--- config.mk ---
export PLATFORM = sky130hd
export DESIGN_NAME = dmsc_regs
export DESIGN_NICKNAME = d
export VERILOG_FILES = /design/src/common/dmsc_pkg.sv /design/src/rtl/dmsc_regs.sv
export SDC_FILE = /design/constraint.sdc
export NUM_CORES = 1
export LEC_CHECK = 0
export ABC_AREA = 1
export BUFFER_PORTS_ARGS = -buffer_cell sky130_fd_sc_hd__clkbuf_2
export CORE_UTILIZATION = 54
export CTS_CLUSTER_DIAMETER = 200
export DETAILED_ROUTE_END_ITERATION = 10
export GPL_TIMING_DRIVEN = 0
export PLACE_DENSITY = 0.8
export RECOVER_POWER = 100
export SLEW_MARGIN = 20
export SYNTH_ARGS = -nofsm -noshare
export SYNTH_HDL_FRONTEND = slang
export SYNTH_SLANG_ARGS = --single-unit
--- constraint.sdc ---
create_clock -name clk_in -period 1.2 [get_ports clk_in]
set_clock_uncertainty 0.1 [all_clocks]
set_input_delay 0 -clock clk_in [delete_from_list [all_inputs] [get_ports clk_in]]
set_output_delay 0 -clock clk_in [all_outputs]
set_load 0.03 [all_outputs]
--- src/common/dmsc_pkg.sv ---
// Register map, field layout and packet-classification constants for the DSCP/snoop control bank
package dmsc_pkg;
  localparam int          DMSC_AW            = 16;
  localparam int          DMSC_DW            = 8;
  localparam logic [15:0] DMSC_OFS_MAP_36    = 16'h035b;
  localparam logic [15:0] DMSC_OFS_MAP_38    = 16'h035c;
  localparam logic [15:0] DMSC_OFS_MAP_3A    = 16'h035d;
  localparam logic [15:0] DMSC_OFS_MAP_3C    = 16'h035e;
  localparam logic [15:0] DMSC_OFS_MAP_3E    = 16'h035f;
  localparam logic [15:0] DMSC_OFS_GLB_CTRL  = 16'h0370;
  localparam logic [15:0] DMSC_OFS_WRED_MAP  = 16'h0378;
  localparam int          DMSC_NUM_MAP       = 5;
  localparam logic [5:0]  DMSC_FIRST_CODE    = 6'h36;
  // Priority map: low field 2:0, high field 6:4
  localparam logic [7:0]  DMSC_MAP_MASK      = 8'h77;
  localparam logic [7:0]  DMSC_MAP_RST       = 8'h00;
  // Global control bits
  localparam int          DMSC_BIT_SNIFF_AND = 0;
  localparam int          DMSC_BIT_MLD_EN    = 2;
  localparam int          DMSC_BIT_MLD_OPT   = 3;
  localparam int          DMSC_BIT_IGMP_EN   = 6;
  localparam logic [7:0]  DMSC_CTRL_MASK     = 8'h4d;
  localparam logic [7:0]  DMSC_CTRL_RST      = 8'h00;
  // WRED color map: red 5:4, yellow 3:2, green 1:0
  localparam logic [7:0]  DMSC_WRED_MASK     = 8'h3f;
  localparam logic [7:0]  DMSC_WRED_RST      = 8'h39;
  // IPv6 next-header values
  localparam logic [7:0]  DMSC_NH_HOPOPT     = 8'h00;
  localparam logic [7:0]  DMSC_NH_ICMP       = 8'h01;
  localparam logic [7:0]  DMSC_NH_ICMPV6     = 8'h3a;
  localparam logic [7:0]  DMSC_NH_ROUTE      = 8'h2b;
  localparam logic [7:0]  DMSC_NH_FRAG       = 8'h2c;
  localparam logic [7:0]  DMSC_NH_ESP        = 8'h32;
  localparam logic [7:0]  DMSC_NH_AH         = 8'h33;
  localparam logic [7:0]  DMSC_NH_DSTOPT     = 8'h3c;

  typedef struct packed {
    logic       sel;
    logic       wr;
    logic [15:0] addr;
    logic [7:0] wdata;
  } dmsc_req_s;

  typedef struct packed {
    logic [1:0] red;
    logic [1:0] yellow;
    logic [1:0] green;
  } dmsc_color_s;
endpackage

--- src/rtl/dmsc_regs.sv ---
// DSCP priority map (0x36-0x3f), snoop/mirror global controls and WRED color map
// Overview of operation
// [RL1] Register 0x035b gives the priority of DSCP 0x36 from bits 2:0 and of 0x37 from bits 6:4.
// [RL2] Register 0x035c gives the priority of DSCP 0x38 from bits 2:0 and of 0x39 from bits 6:4.
// [RL3] Register 0x035d gives the priority of DSCP 0x3a from bits 2:0 and of 0x3b from bits 6:4.
// [RL4] Register 0x035e gives the priority of DSCP 0x3c from bits 2:0 and of 0x3d from bits 6:4.
// [RL5] Register 0x035f gives 0x3e and 0x3f, and every priority field is read/write with reset zero.
// [RL6] With the IGMP enable bit 6 set every IGMP packet is trapped to the host port, else none.
// [RL7] With the MLD enable bit 2 set every MLD packet is trapped to the host port, else none.
// [RL8] With the MLD option bit set, next header 43/44/50/51/60 (direct or after hop-by-hop) means MLD.
// [RL9] With the MLD option bit clear, next header 1/58 (direct or after hop-by-hop) means MLD.
// [RL10] With sniff select bit 0 set a frame is mirrored only if source and destination both match.
// [RL11] With sniff select clear (reset) a frame is mirrored if source or destination matches.
// [RL12] The global mirror decision is qualified by the per-port ingress mirror enables from outside.
// [RL13] WRED bits 5:4 hold the red DSCP value, read/write, reset 11b.
// [RL14] WRED bits 3:2 hold the yellow DSCP value, read/write, reset 10b.
// [RL15] WRED bits 1:0 hold the green DSCP value, read/write, reset 01b.
// [RL16] Reserved bits read as zero and writes to them have no effect.
module dmsc_regs
  import dmsc_pkg::*;
(
  // Clock and reset
  input  wire logic              clk_in,
  input  wire logic              rst_n_in,
  // Management register access
  input  wire dmsc_req_s         req_in,
  output logic [DMSC_DW-1:0]     rdata_out,
  output logic                   rvalid_out,
  output logic                   hit_out,
  // DSCP lookup
  input  wire logic [5:0]        dscp_in,
  output logic                   dscp_hit_out,
  output logic [2:0]             dscp_prio_out,
  // Snoop classification
  input  wire logic              pkt_igmp_in,
  input  wire logic              pkt_ipv6_in,
  input  wire logic [7:0]        ipv6_nh_in,
  input  wire logic [7:0]        hbh_nh_in,
  output logic                   mld_match_out,
  output logic                   host_trap_out,
  // Mirror filter
  input  wire logic              src_sniff_match_in,
  input  wire logic              dst_sniff_match_in,
  input  wire logic              port_mirror_en_in,
  output logic                   mirror_sel_out,
  // Configuration view
  output dmsc_color_s            wred_color_out,
  output logic                   sniff_and_out
);

  logic [7:0] map_q [DMSC_NUM_MAP];
  logic [7:0] next_map [DMSC_NUM_MAP];
  logic [7:0] ctrl_q;
  logic [7:0] next_ctrl;
  logic [7:0] wred_q;
  logic [7:0] next_wred;
  logic [7:0] next_rdata;
  logic       next_rvalid;
  logic       next_hit;
  logic [7:0] rdata_q;
  logic       rvalid_q;
  logic       hit_q;

  function automatic logic [2:0] map_index(input logic [15:0] a);
    logic [15:0] d;
    d = a - DMSC_OFS_MAP_36;
    return d[2:0];
  endfunction

  wire logic map_sel = (req_in.addr >= DMSC_OFS_MAP_36) && (req_in.addr <= DMSC_OFS_MAP_3E);
  wire logic wr_go   = req_in.sel && req_in.wr;

  // Register writes; only defined bits are stored
  always_comb begin
    next_ctrl = ctrl_q;
    next_wred = wred_q;
    for (int i = 0; i < DMSC_NUM_MAP; i++) begin
      next_map[i] = map_q[i];
    end
    if (wr_go && map_sel) begin
      next_map[map_index(req_in.addr)] = req_in.wdata & DMSC_MAP_MASK; // [RL5] [RL16]
    end
    if (wr_go && req_in.addr == DMSC_OFS_GLB_CTRL) begin
      next_ctrl = req_in.wdata & DMSC_CTRL_MASK; // [RL16]
    end
    if (wr_go && req_in.addr == DMSC_OFS_WRED_MAP) begin
      next_wred = req_in.wdata & DMSC_WRED_MASK; // [RL13] [RL14] [RL15] [RL16]
    end
  end

  // Read path; unmapped addresses answer zero with hit low
  always_comb begin
    next_rdata  = 8'h00;
    next_hit    = 1'b0;
    next_rvalid = req_in.sel && !req_in.wr;
    if (req_in.sel && map_sel) begin
      next_rdata = map_q[map_index(req_in.addr)] & DMSC_MAP_MASK; // [RL1] [RL16]
      next_hit   = 1'b1;
    end else if (req_in.sel && req_in.addr == DMSC_OFS_GLB_CTRL) begin
      next_rdata = ctrl_q & DMSC_CTRL_MASK;
      next_hit   = 1'b1;
    end else if (req_in.sel && req_in.addr == DMSC_OFS_WRED_MAP) begin
      next_rdata = wred_q & DMSC_WRED_MASK;
      next_hit   = 1'b1;
    end
    if (!next_rvalid) begin
      next_rdata = 8'h00;
    end
  end

  always_ff @(posedge clk_in or negedge rst_n_in) begin
    if (!rst_n_in) begin
      for (int i = 0; i < DMSC_NUM_MAP; i++) begin
        map_q[i] <= DMSC_MAP_RST; // [RL5]
      end
      ctrl_q   <= DMSC_CTRL_RST;
      wred_q   <= DMSC_WRED_RST; // [RL13] [RL14] [RL15]
      rdata_q  <= 8'h00;
      rvalid_q <= 1'b0;
      hit_q    <= 1'b0;
    end else begin
      for (int i = 0; i < DMSC_NUM_MAP; i++) begin
        map_q[i] <= next_map[i];
      end
      ctrl_q   <= next_ctrl;
      wred_q   <= next_wred;
      rdata_q  <= next_rdata;
      rvalid_q <= next_rvalid;
      hit_q    <= next_hit;
    end
  end

  assign rdata_out  = rdata_q;
  assign rvalid_out = rvalid_q;
  assign hit_out    = hit_q;

  // DSCP lookup; codes below 0x36 belong to another bank, so hit is low and prio zero
  logic [5:0] dscp_off;
  logic [2:0] dscp_reg;
  assign dscp_off = dscp_in - DMSC_FIRST_CODE;
  assign dscp_reg = dscp_off[3:1];
  always_comb begin
    dscp_hit_out  = dscp_in >= DMSC_FIRST_CODE;
    dscp_prio_out = 3'h0;
    if (dscp_hit_out) begin
      dscp_prio_out = dscp_off[0] ? map_q[dscp_reg][6:4] : map_q[dscp_reg][2:0]; // [RL1] [RL2] [RL3] [RL4] [RL5]
    end
  end

  // MLD classification
  function automatic logic nh_match(input logic [7:0] nh, input logic opt);
    if (opt) begin
      return nh == DMSC_NH_ROUTE || nh == DMSC_NH_FRAG || nh == DMSC_NH_ESP ||
             nh == DMSC_NH_AH || nh == DMSC_NH_DSTOPT; // [RL8]
    end
    return nh == DMSC_NH_ICMP || nh == DMSC_NH_ICMPV6; // [RL9]
  endfunction

  wire logic mld_opt = ctrl_q[DMSC_BIT_MLD_OPT];
  assign mld_match_out = pkt_ipv6_in && (nh_match(ipv6_nh_in, mld_opt) ||
                         (ipv6_nh_in == DMSC_NH_HOPOPT && nh_match(hbh_nh_in, mld_opt))); // [RL8] [RL9]

  // Host trap; combinational so the forwarding path sees it in the same cycle
  assign host_trap_out = (ctrl_q[DMSC_BIT_IGMP_EN] && pkt_igmp_in) ||  // [RL6]
                         (ctrl_q[DMSC_BIT_MLD_EN] && mld_match_out);   // [RL7]

  // Mirror filter, gated by the per-port ingress mirror enable
  assign sniff_and_out  = ctrl_q[DMSC_BIT_SNIFF_AND];
  assign mirror_sel_out = port_mirror_en_in && (sniff_and_out ? // [RL12]
                          (src_sniff_match_in && dst_sniff_match_in) :  // [RL10]
                          (src_sniff_match_in || dst_sniff_match_in));  // [RL11]

  assign wred_color_out.red    = wred_q[5:4]; // [RL13]
  assign wred_color_out.yellow = wred_q[3:2]; // [RL14]
  assign wred_color_out.green  = wred_q[1:0]; // [RL15]

  // Assertions
  igmp_trap_a: assert property (@(posedge clk_in) disable iff (!rst_n_in)
    (pkt_igmp_in && ctrl_q[DMSC_BIT_IGMP_EN]) |-> host_trap_out)
    else $error("IGMP packet not trapped"); // [RL6]
  no_trap_a: assert property (@(posedge clk_in) disable iff (!rst_n_in)
    (ctrl_q[DMSC_BIT_IGMP_EN] == 1'b0 && ctrl_q[DMSC_BIT_MLD_EN] == 1'b0) |-> !host_trap_out)
    else $error("Trap with snooping off"); // [RL7]
  mld_icmp_a: assert property (@(posedge clk_in) disable iff (!rst_n_in)
    (pkt_ipv6_in && !mld_opt && ipv6_nh_in == DMSC_NH_ICMPV6) |-> mld_match_out)
    else $error("ICMPv6 not classed MLD"); // [RL9]
  mld_opt_a: assert property (@(posedge clk_in) disable iff (!rst_n_in)
    (pkt_ipv6_in && mld_opt && ipv6_nh_in == DMSC_NH_HOPOPT && hbh_nh_in == DMSC_NH_DSTOPT) |-> mld_match_out)
    else $error("Hop-by-hop option not classed MLD"); // [RL8]
  sniff_and_a: assert property (@(posedge clk_in) disable iff (!rst_n_in)
    (sniff_and_out && (src_sniff_match_in != dst_sniff_match_in)) |-> !mirror_sel_out)
    else $error("AND mode mirrored half match"); // [RL10]
  sniff_or_a: assert property (@(posedge clk_in) disable iff (!rst_n_in)
    (!sniff_and_out && port_mirror_en_in && src_sniff_match_in) |-> mirror_sel_out)
    else $error("OR mode missed source match"); // [RL11]
  port_gate_a: assert property (@(posedge clk_in) disable iff (!rst_n_in)
    !port_mirror_en_in |-> !mirror_sel_out)
    else $error("Mirror without port enable"); // [RL12]
  map_write_a: assert property (@(posedge clk_in) disable iff (!rst_n_in)
    (wr_go && req_in.addr == DMSC_OFS_MAP_36) |=> (map_q[0] == ($past(req_in.wdata) & DMSC_MAP_MASK)))
    else $error("Map write lost"); // [RL1]
  prio_low_a: assert property (@(posedge clk_in) disable iff (!rst_n_in)
    (dscp_in == 6'h3e) |-> (dscp_prio_out == map_q[4][2:0]))
    else $error("Wrong priority for 0x3e"); // [RL5]
  prio_high_a: assert property (@(posedge clk_in) disable iff (!rst_n_in)
    (dscp_in == 6'h39) |-> (dscp_prio_out == map_q[1][6:4]))
    else $error("Wrong priority for 0x39"); // [RL2]
  rsvd_zero_a: assert property (@(posedge clk_in) disable iff (!rst_n_in)
    rvalid_out |-> (rdata_out[7] == 1'b0))
    else $error("Reserved bit 7 read nonzero"); // [RL16]
  wred_red_a: assert property (@(posedge clk_in) disable iff (!rst_n_in)
    (wr_go && req_in.addr == DMSC_OFS_WRED_MAP) |=> (wred_color_out.red == $past(req_in.wdata[5:4])))
    else $error("Red field not written"); // [RL13]
  wred_yellow_a: assert property (@(posedge clk_in) disable iff (!rst_n_in) // [RL14]
    (wr_go && req_in.addr == DMSC_OFS_WRED_MAP) |=> (wred_color_out.yellow == $past(req_in.wdata[3:2])))
    else $error("Yellow field not written");
  wred_green_a: assert property (@(posedge clk_in) disable iff (!rst_n_in) // [RL15]
    (wr_go && req_in.addr == DMSC_OFS_WRED_MAP) |=> (wred_color_out.green == $past(req_in.wdata[1:0])))
    else $error("Green field not written");
  wred_rsvd_a: assert property (@(posedge clk_in) disable iff (!rst_n_in) // [RL16]
    wred_q[7:6] == 2'b00)
    else $error("WRED reserved bits set");
  ctrl_rsvd_a: assert property (@(posedge clk_in) disable iff (!rst_n_in) // [RL16]
    (ctrl_q & ~DMSC_CTRL_MASK) == 8'h00)
    else $error("Control reserved bits set");
  ctrl_write_a: assert property (@(posedge clk_in) disable iff (!rst_n_in) // [RL6]
    (wr_go && req_in.addr == DMSC_OFS_GLB_CTRL) |=> (ctrl_q == ($past(req_in.wdata) & DMSC_CTRL_MASK)))
    else $error("Control write lost");

  map_write_38_a: assert property (@(posedge clk_in) disable iff (!rst_n_in) // [RL2]
    (wr_go && req_in.addr == DMSC_OFS_MAP_38) |=> (map_q[1] == ($past(req_in.wdata) & DMSC_MAP_MASK)))
    else $error("Map 38 write lost");
  map_write_3a_a: assert property (@(posedge clk_in) disable iff (!rst_n_in) // [RL3]
    (wr_go && req_in.addr == DMSC_OFS_MAP_3A) |=> (map_q[2] == ($past(req_in.wdata) & DMSC_MAP_MASK)))
    else $error("Map 3a write lost");
  map_write_3c_a: assert property (@(posedge clk_in) disable iff (!rst_n_in) // [RL4]
    (wr_go && req_in.addr == DMSC_OFS_MAP_3C) |=> (map_q[3] == ($past(req_in.wdata) & DMSC_MAP_MASK)))
    else $error("Map 3c write lost");
  map_write_3e_a: assert property (@(posedge clk_in) disable iff (!rst_n_in) // [RL5]
    (wr_go && req_in.addr == DMSC_OFS_MAP_3E) |=> (map_q[4] == ($past(req_in.wdata) & DMSC_MAP_MASK)))
    else $error("Map 3e write lost");
  map_hold_a: assert property (@(posedge clk_in) disable iff (!rst_n_in) // [RL5]
    !wr_go |=> (map_q[0] == $past(map_q[0])))
    else $error("Map changed without write");

  prio_36_a: assert property (@(posedge clk_in) disable iff (!rst_n_in) // [RL1]
    (dscp_in == 6'h36) |-> (dscp_prio_out == map_q[0][2:0]))
    else $error("Wrong priority for 0x36");
  prio_37_a: assert property (@(posedge clk_in) disable iff (!rst_n_in) // [RL1]
    (dscp_in == 6'h37) |-> (dscp_prio_out == map_q[0][6:4]))
    else $error("Wrong priority for 0x37");
  prio_3a_a: assert property (@(posedge clk_in) disable iff (!rst_n_in) // [RL3]
    (dscp_in == 6'h3a) |-> (dscp_prio_out == map_q[2][2:0]))
    else $error("Wrong priority for 0x3a");
  prio_3b_a: assert property (@(posedge clk_in) disable iff (!rst_n_in) // [RL3]
    (dscp_in == 6'h3b) |-> (dscp_prio_out == map_q[2][6:4]))
    else $error("Wrong priority for 0x3b");
  prio_3c_a: assert property (@(posedge clk_in) disable iff (!rst_n_in) // [RL4]
    (dscp_in == 6'h3c) |-> (dscp_prio_out == map_q[3][2:0]))
    else $error("Wrong priority for 0x3c");
  prio_3d_a: assert property (@(posedge clk_in) disable iff (!rst_n_in) // [RL4]
    (dscp_in == 6'h3d) |-> (dscp_prio_out == map_q[3][6:4]))
    else $error("Wrong priority for 0x3d");
  prio_3f_a: assert property (@(posedge clk_in) disable iff (!rst_n_in) // [RL5]
    (dscp_in == 6'h3f) |-> (dscp_prio_out == map_q[4][6:4]))
    else $error("Wrong priority for 0x3f");
  prio_miss_a: assert property (@(posedge clk_in) disable iff (!rst_n_in) // [RL1]
    !dscp_hit_out |-> (dscp_prio_out == 3'h0))
    else $error("Priority given outside this bank");

  mld_trap_a: assert property (@(posedge clk_in) disable iff (!rst_n_in) // [RL7]
    (ctrl_q[DMSC_BIT_MLD_EN] && mld_match_out) |-> host_trap_out)
    else $error("MLD packet not trapped");
  igmp_off_a: assert property (@(posedge clk_in) disable iff (!rst_n_in) // [RL6]
    (!ctrl_q[DMSC_BIT_IGMP_EN] && !mld_match_out) |-> !host_trap_out)
    else $error("Trap with IGMP snooping off");
  mld_v4_a: assert property (@(posedge clk_in) disable iff (!rst_n_in) // [RL9]
    !pkt_ipv6_in |-> !mld_match_out)
    else $error("Non-IPv6 packet classed MLD");
  mld_opt_route_a: assert property (@(posedge clk_in) disable iff (!rst_n_in) // [RL8]
    (pkt_ipv6_in && mld_opt && ipv6_nh_in == DMSC_NH_ROUTE) |-> mld_match_out)
    else $error("Routing header not classed MLD");
  mld_opt_excl_a: assert property (@(posedge clk_in) disable iff (!rst_n_in) // [RL8]
    (mld_opt && ipv6_nh_in == DMSC_NH_ICMPV6) |-> !mld_match_out)
    else $error("ICMPv6 classed MLD with option set");
  mld_hbh_icmp_a: assert property (@(posedge clk_in) disable iff (!rst_n_in) // [RL9]
    (pkt_ipv6_in && !mld_opt && ipv6_nh_in == DMSC_NH_HOPOPT && hbh_nh_in == DMSC_NH_ICMP) |-> mld_match_out)
    else $error("Hop-by-hop ICMP not classed MLD");

  sniff_both_a: assert property (@(posedge clk_in) disable iff (!rst_n_in) // [RL10]
    (sniff_and_out && port_mirror_en_in && src_sniff_match_in && dst_sniff_match_in) |-> mirror_sel_out)
    else $error("AND mode missed full match");
  sniff_or_dst_a: assert property (@(posedge clk_in) disable iff (!rst_n_in) // [RL11]
    (!sniff_and_out && port_mirror_en_in && dst_sniff_match_in) |-> mirror_sel_out)
    else $error("OR mode missed destination match");

  read_answer_a: assert property (@(posedge clk_in) disable iff (!rst_n_in) // [RL5]
    (req_in.sel && !req_in.wr) |=> rvalid_out)
    else $error("Read not answered");
  idle_rdata_a: assert property (@(posedge clk_in) disable iff (!rst_n_in) // [RL16]
    !rvalid_out |-> (rdata_out == 8'h00))
    else $error("Read data outside answer");

endmodule

# --- Word-level counts from Yosys, hierarchy flattened ---
# Cells that the tools add are included.
# W data, S select, Z words.
totals:
  ff_bits: 60
  latch_bits: 0
  ram_bits: 0
  mem_bits_ro: 0
  inputBits: 55
  mem_count: 0
classes:
  add_sub_neg: 2
  n_mul: 0
  n_div: 0
  n_lt_le_gt_ge: 6
  eq_ne: 16
  shift: 0
  mux: 24
  n_bitwise: 2
  reduce_logical: 31
op_table:
  columns: ["op", "count"]
  rows:
  - ["$eq A8 B6 Y1 const B", 12]
  - ["$bmux W8 S3", 2]
  - ["$bwmux W40", 1]
  - ["$eq A16 B10 Y1 const B", 2]
  - ["$mux W8", 4]
  - ["$mux W7", 4]
  - ["$demux W8 S3", 1]
  - ["$eq A8 B1 Y1 const B", 2]
  - ["$ge A16 B10 Y1 const B", 1]
  - ["$le A16 B10 Y1 const B", 1]
  - ["$logic_and A1 B1 Y1", 16]
  - ["$logic_or A1 B1 Y1", 13]
  - ["$mux W1", 9]
  - ["$ge A4 B4 Y1 const B", 2]
  - ["$logic_not A8 Y1", 1]
  - ["$not A3 Y4", 2]
  - ["$ge A6 B6 Y1 const B", 1]
  - ["$mux W3", 2]
  - ["$mux W6", 1]
  - ["$lt A4 B1 Y1 const B", 1]
  - ["$sub A4 B3 Y4 const B", 1]
  - ["$sub A3 B2 Y3 const B", 1]
  - ["$logic_not A1 Y1", 1]

# --- Depth between registers and ports, before layout ---
depth:
  word_depth: 12
  ltp_mapped: 11
  mapped_depth_nobuf: 11

# --- Worst setup path before layout ---
# Ideal clock, no wire load.
synth_timing:
  path_kind: "reg-to-output"
  start: "register ctrl_q[3]"
  end: "output mld_match_out"
  t_arrival_ns: 1.538
  t_required_ns: 1.100
  path_slack_ns: -0.438
  stages_incl_launch_ff: 8
  n_path_buf: 0
  cell_sequence: "dfrtp_1 > inv_1 > nor3_1 > nor2_1 > nand2_1 > nor2_1 > nand2_1 > a21boi_0"
synth_via:
  elab_chain_len: 5
synth_lines:
  columns: ["item", "line", "text"]
  rows:
  - ["start: declaration", "dmsc_regs.sv:53", "logic [7:0] ctrl_q;"]
  - ["start signal: assignment", "dmsc_regs.sv:125", "ctrl_q <= next_ctrl;"]
  - ["$mux W1 (*)", "dmsc_regs.sv:152", "if (opt) begin"]
  - ["$mux W1", "dmsc_regs.sv:156", "return nh == DMSC_NH_ICMP || nh == DMSC_NH_ICMPV6;"]
  - ["$logic_and A1 B1 Y1", "dmsc_regs.sv:161", "(ipv6_nh_in == DMSC_NH_HOPOPT && nh_match(hbh_nh_in, mld_opt)));"]
  - ["$logic_or A1 B1 Y1 (*)", "dmsc_regs.sv:160", "assign mld_match_out = pkt_ipv6_in && (nh_match(ipv6_nh_in, mld_opt) ||"]
  - ["$logic_and A1 B1 Y1 (*)", "dmsc_regs.sv:160", null]
  - ["end: declaration", "dmsc_regs.sv:39", "output logic mld_match_out,"]
# Mark *: on every way between the ends. The rest lies on a longest branch, timed or not.

# --- Worst setup path after layout ---
layout_timing:
  start: "register ctrl_q[3]"
  end: "output host_trap_out"
layout_via:
  elab_chain_len: 7
layout_lines:
  columns: ["item", "line", "text"]
  rows:
  - ["$mux W1 (*)", "dmsc_regs.sv:152", null]
  - ["$mux W1", "dmsc_regs.sv:156", null]
  - ["$logic_and A1 B1 Y1", "dmsc_regs.sv:161", null]
  - ["$logic_or A1 B1 Y1 (*)", "dmsc_regs.sv:160", null]
  - ["$logic_and A1 B1 Y1 (*)", "dmsc_regs.sv:160", null]
  - ["$logic_and A1 B1 Y1 (*)", "dmsc_regs.sv:165", "(ctrl_q[DMSC_BIT_MLD_EN] && mld_match_out);"]
  - ["$logic_or A1 B1 Y1 (*)", "dmsc_regs.sv:164", "assign host_trap_out = (ctrl_q[DMSC_BIT_IGMP_EN] && pkt_igmp_in) ||"]
  - ["end: declaration", "dmsc_regs.sv:40", "output logic host_trap_out,"]
# Marked as above.

==> flow_metrics.py <==
metrics = {
    "hold_path": {
        "hold_start": "req_in[25]",
        "worstHoldEndpoint": "rdata_out[0]$_DFF_PN0_",
        "hp-class": "primary input to flop",
        "holdPathStages": 5,
    },
    "floorplan": {
        "ios": 79,
        "core-area_um2": 5540,
        "die-area_um2": 6070,
        "die_x_um": 77.9,
        "die_y_um": 77.9,
        "rows": 27,
        "start_util_pct": 56.1,
    },
    "yosys": {
        "yosysUniqueCellTypes": 35,
        "yosys_warnings": 0,
        "synth_top_area_cell": "dfrtp_1",
        "synth_edf_count": 0,
        "yosys-top-cells-area": "dfrtp_1, nand2_1, inv_1, nand3_1, nor2_1",
        "synthCells": 457,
        "ys_seq_elements": 49,
        "avgSynthCellArea_um2": 6.80,
        "ys.flop_type": "dfrtp_1",
        "synthArstFlopShare_pct": 100,
        "synth_area_um2": 3110,
        "synth_top_area_share_pct": 36.2,
        "syn-num-nets": 515,
        "yosysSeqAreaShare_pct": 39.6,
    },
    "power": {
        "p_leak_nw": 2.21,
        "power_mw": 3.59,
        "ir_drop_mv": 0.706,
        "power.density_nw_per_um2": 831,
    },
    "placed_design": {
        "dp.final_hpwl_um": 6250,
        "dp.cells": 605,
        "port_buffers": 76,
        "place_ws_ps": -478,
        "gp_congestion": 0.945,
        "post_dp_cell_area_um2": 3710,
    },
    "grt": {
        "busiest_layer": "met2",
        "grt_start_max_net_pins": 50,
        "antenna_found_initial": 0,
        "overflow": 0,
        "grtUsageMet1_pct": 37.0,
        "use_met2_pct": 52.3,
        "grtUsageTotal_pct": 31.3,
        "grtUsageMet3_pct": 6.59,
        "grt_pass1_vias": 3222,
        "grt_pass1_wl_um": 14600,
    },
    "cts": {
        "cts.clk_slew.worst_paths_ps": 90,
        "clockBufferDepth": 2,
        "clock-sinks": 49,
        "htreeDepth": 2,
        "cts_buffers": 5,
        "insertion_delay_ps": 310,
        "cts_root_buf": "clkbuf_8",
        "tritoncts": "done",
    },
    "outcome": {
        "status": "complete, but fails checks",
        "violations": "negative hold slack, negative setup slack",
    },
    "routing": {
        "totalWireLength_um": 9730,
        "drc": 0,
        "drtIter0Drc": 330,
        "drtPass1Iterations": 5,
        "wl_per_cell_um": 15.3,
        "via_per_inst": 5.56,
        "drtAntennaViolNets": 0,
        "via_count": 3540,
    },
    "timing": {
        "fin_crit_ps": 1700,
        "period_share_pct": 141,
        "max_slew_margin_pct": 55.9,
        "clock.fmax_mhz": 589,
        "timing.hold.ws_ps": -2.71,
        "setup_viol": 22,
        "worst_slack_ps": -497,
        "tightest_slew_ps": 662,
        "grt_setup_unrepaired": "yes",
        "drv_slew": 0,
        "hold_viol": 2,
    },
    "layout": {
        "instances_no_fill": 637,
        "num-nets-final": 622,
        "synthToLayoutAreaGrowth_pct": 39.0,
        "final_area_um2": 4320,
        "post-route-util_pct": 78.0,
        "layout_common_cells": "nand2_1, inv_1, clkbuf_2, dfrtp_1, o21ai_1",
        "drive_above_1_share_pct": 32.4,
        "fill_cells": 407,
        "n_antenna_cell": 0,
        "final_common_cell": "nand2_1",
    },
    "worst_setup_path": {
        "r2r_cells": 9,
        "cp-start-kind": "flop",
        "reg2reg_setup_slack_ps": -180,
        "arrival_ps": 1600,
        "cpMostUsedCell": "nand2_1",
        "path_class": "flop to primary output",
        "crit_family": "simple AND/OR/NAND/NOR gates",
        "r2r_end": "rdata_out[0]$_DFF_PN0_",
        "endpoint_kind": "primary output",
        "cp_slowest_cell": "dfrtp_2",
        "cp_slowest_stage_delay_ps": 450,
        "r2r-start": "map_q[32]$_DFFE_PN0P_",
        "required_ps": 1100,
        "worstPathCellList": "inv_2 -> nor3_2 -> nor2_1 -> nand2_1 -> nor2_1 -> nand2_1 -> nand2_1 -> nand3_2 -> nand2_2 -> buf_8",
        "critPathBufInv": 2,
        "crit_fanout": 5,
        "startpoint": "ctrl_q[3]$_DFFE_PN0P_",
    },
    "flow_run": {
        "drv_cap": 0,
    },
}
## per-layer routing
metal	up-vias	share of wire, %
met4	0	4.6
met2	191	50
li1	1671	-
met5	-	0
met1	1632	39
met3	46	6.5
## tightest hold or removal path: stages
cell      delay, ps
clkbuf_2        120
nand3_1          90
nand3_1          70
nand2_1          60
nor2_1           40
## logic make-up after synthesis
logic type	Yosys count	share of synthesized area (%)
AOI/OAI and AO/OA	84	14.8
xor gates and xnor gates	1	0.282
adders and majority gates	3	1.21
buffers and inverters	75	9.90
DFF	49	39.6
other	1	0.121
and+or+nand+nor	244	34.1
## power breakdown
group / switching [mW] / internal, mW
Sequential: 0.000543 / 1.65
Clock: 0.536 / 0.680
Combinational: 0.467 / 0.254
Total: 1.00 / 2.59
## registers in the layout, summed over array words and instances, names as in the netlist
register and count:
map_q 30, rdata_out 7, wred_q 6, ctrl_q 4, hit_out 1, rvalid_out 1
## synth_stat cells (4+ instances only)
library cell,count
dfrtp_1,45
o21ai_1,34
dfstp_2,4
buf_4,4
o21ai_2,6
o21ai_0,19
inv_1,58
nand3_1,38
nand2_1,139
nand2_2,4
nor2_1,47
inv_2,6
a21oi_1,17
## area by class of cell
type / count / area (um^2) / area share, %
tap: 72 / 90.1 / 2.08
clock buffer: 7 / 86.3 / 2.00
buffer: 8 / 76.3 / 1.77
timing repair buffer: 102 / 674 / 15.6
inverter: 64 / 248 / 5.73
clock inverter: 1 / 30.0 / 0.695
multi-input combinational: 334 / 1880 / 43.6
sequential: 49 / 1230 / 28.5
## timing repair
action                     in CTS  in global routing
hold endpoints to repair       57                  4
resized for setup              36                 72
buffers inserted                9                  7
pin swaps                      22                 32
gates cloned                    0                  3
setup endpoints to repair      31                 51
hold buffers                    8                  1
## per-stage QoR
step | hold WS (ps) | TNS, ps
global route | 16.1 | -4770
global placement | 97.8 | -15590
finish | -2.71 | -3080
floorplan | -396 | -1480
CTS | -5.32 | -2000
detailed placement | -5.20 | -17260
## how the worst max path moves through the flow
stage	slack, ps	to	cells past startpoint
finish	-500	host_trap_out	10
global route	-590	host_trap_out	10
CTS	-480	host_trap_out	10
detailed placement	-480	dscp_prio_out[2]	7
global placement	-460	dscp_prio_out[0]	11
floorplan	-80	map_q[32]$_DFFE_PN0P_	8
Power figures use the tool's default switching activity.
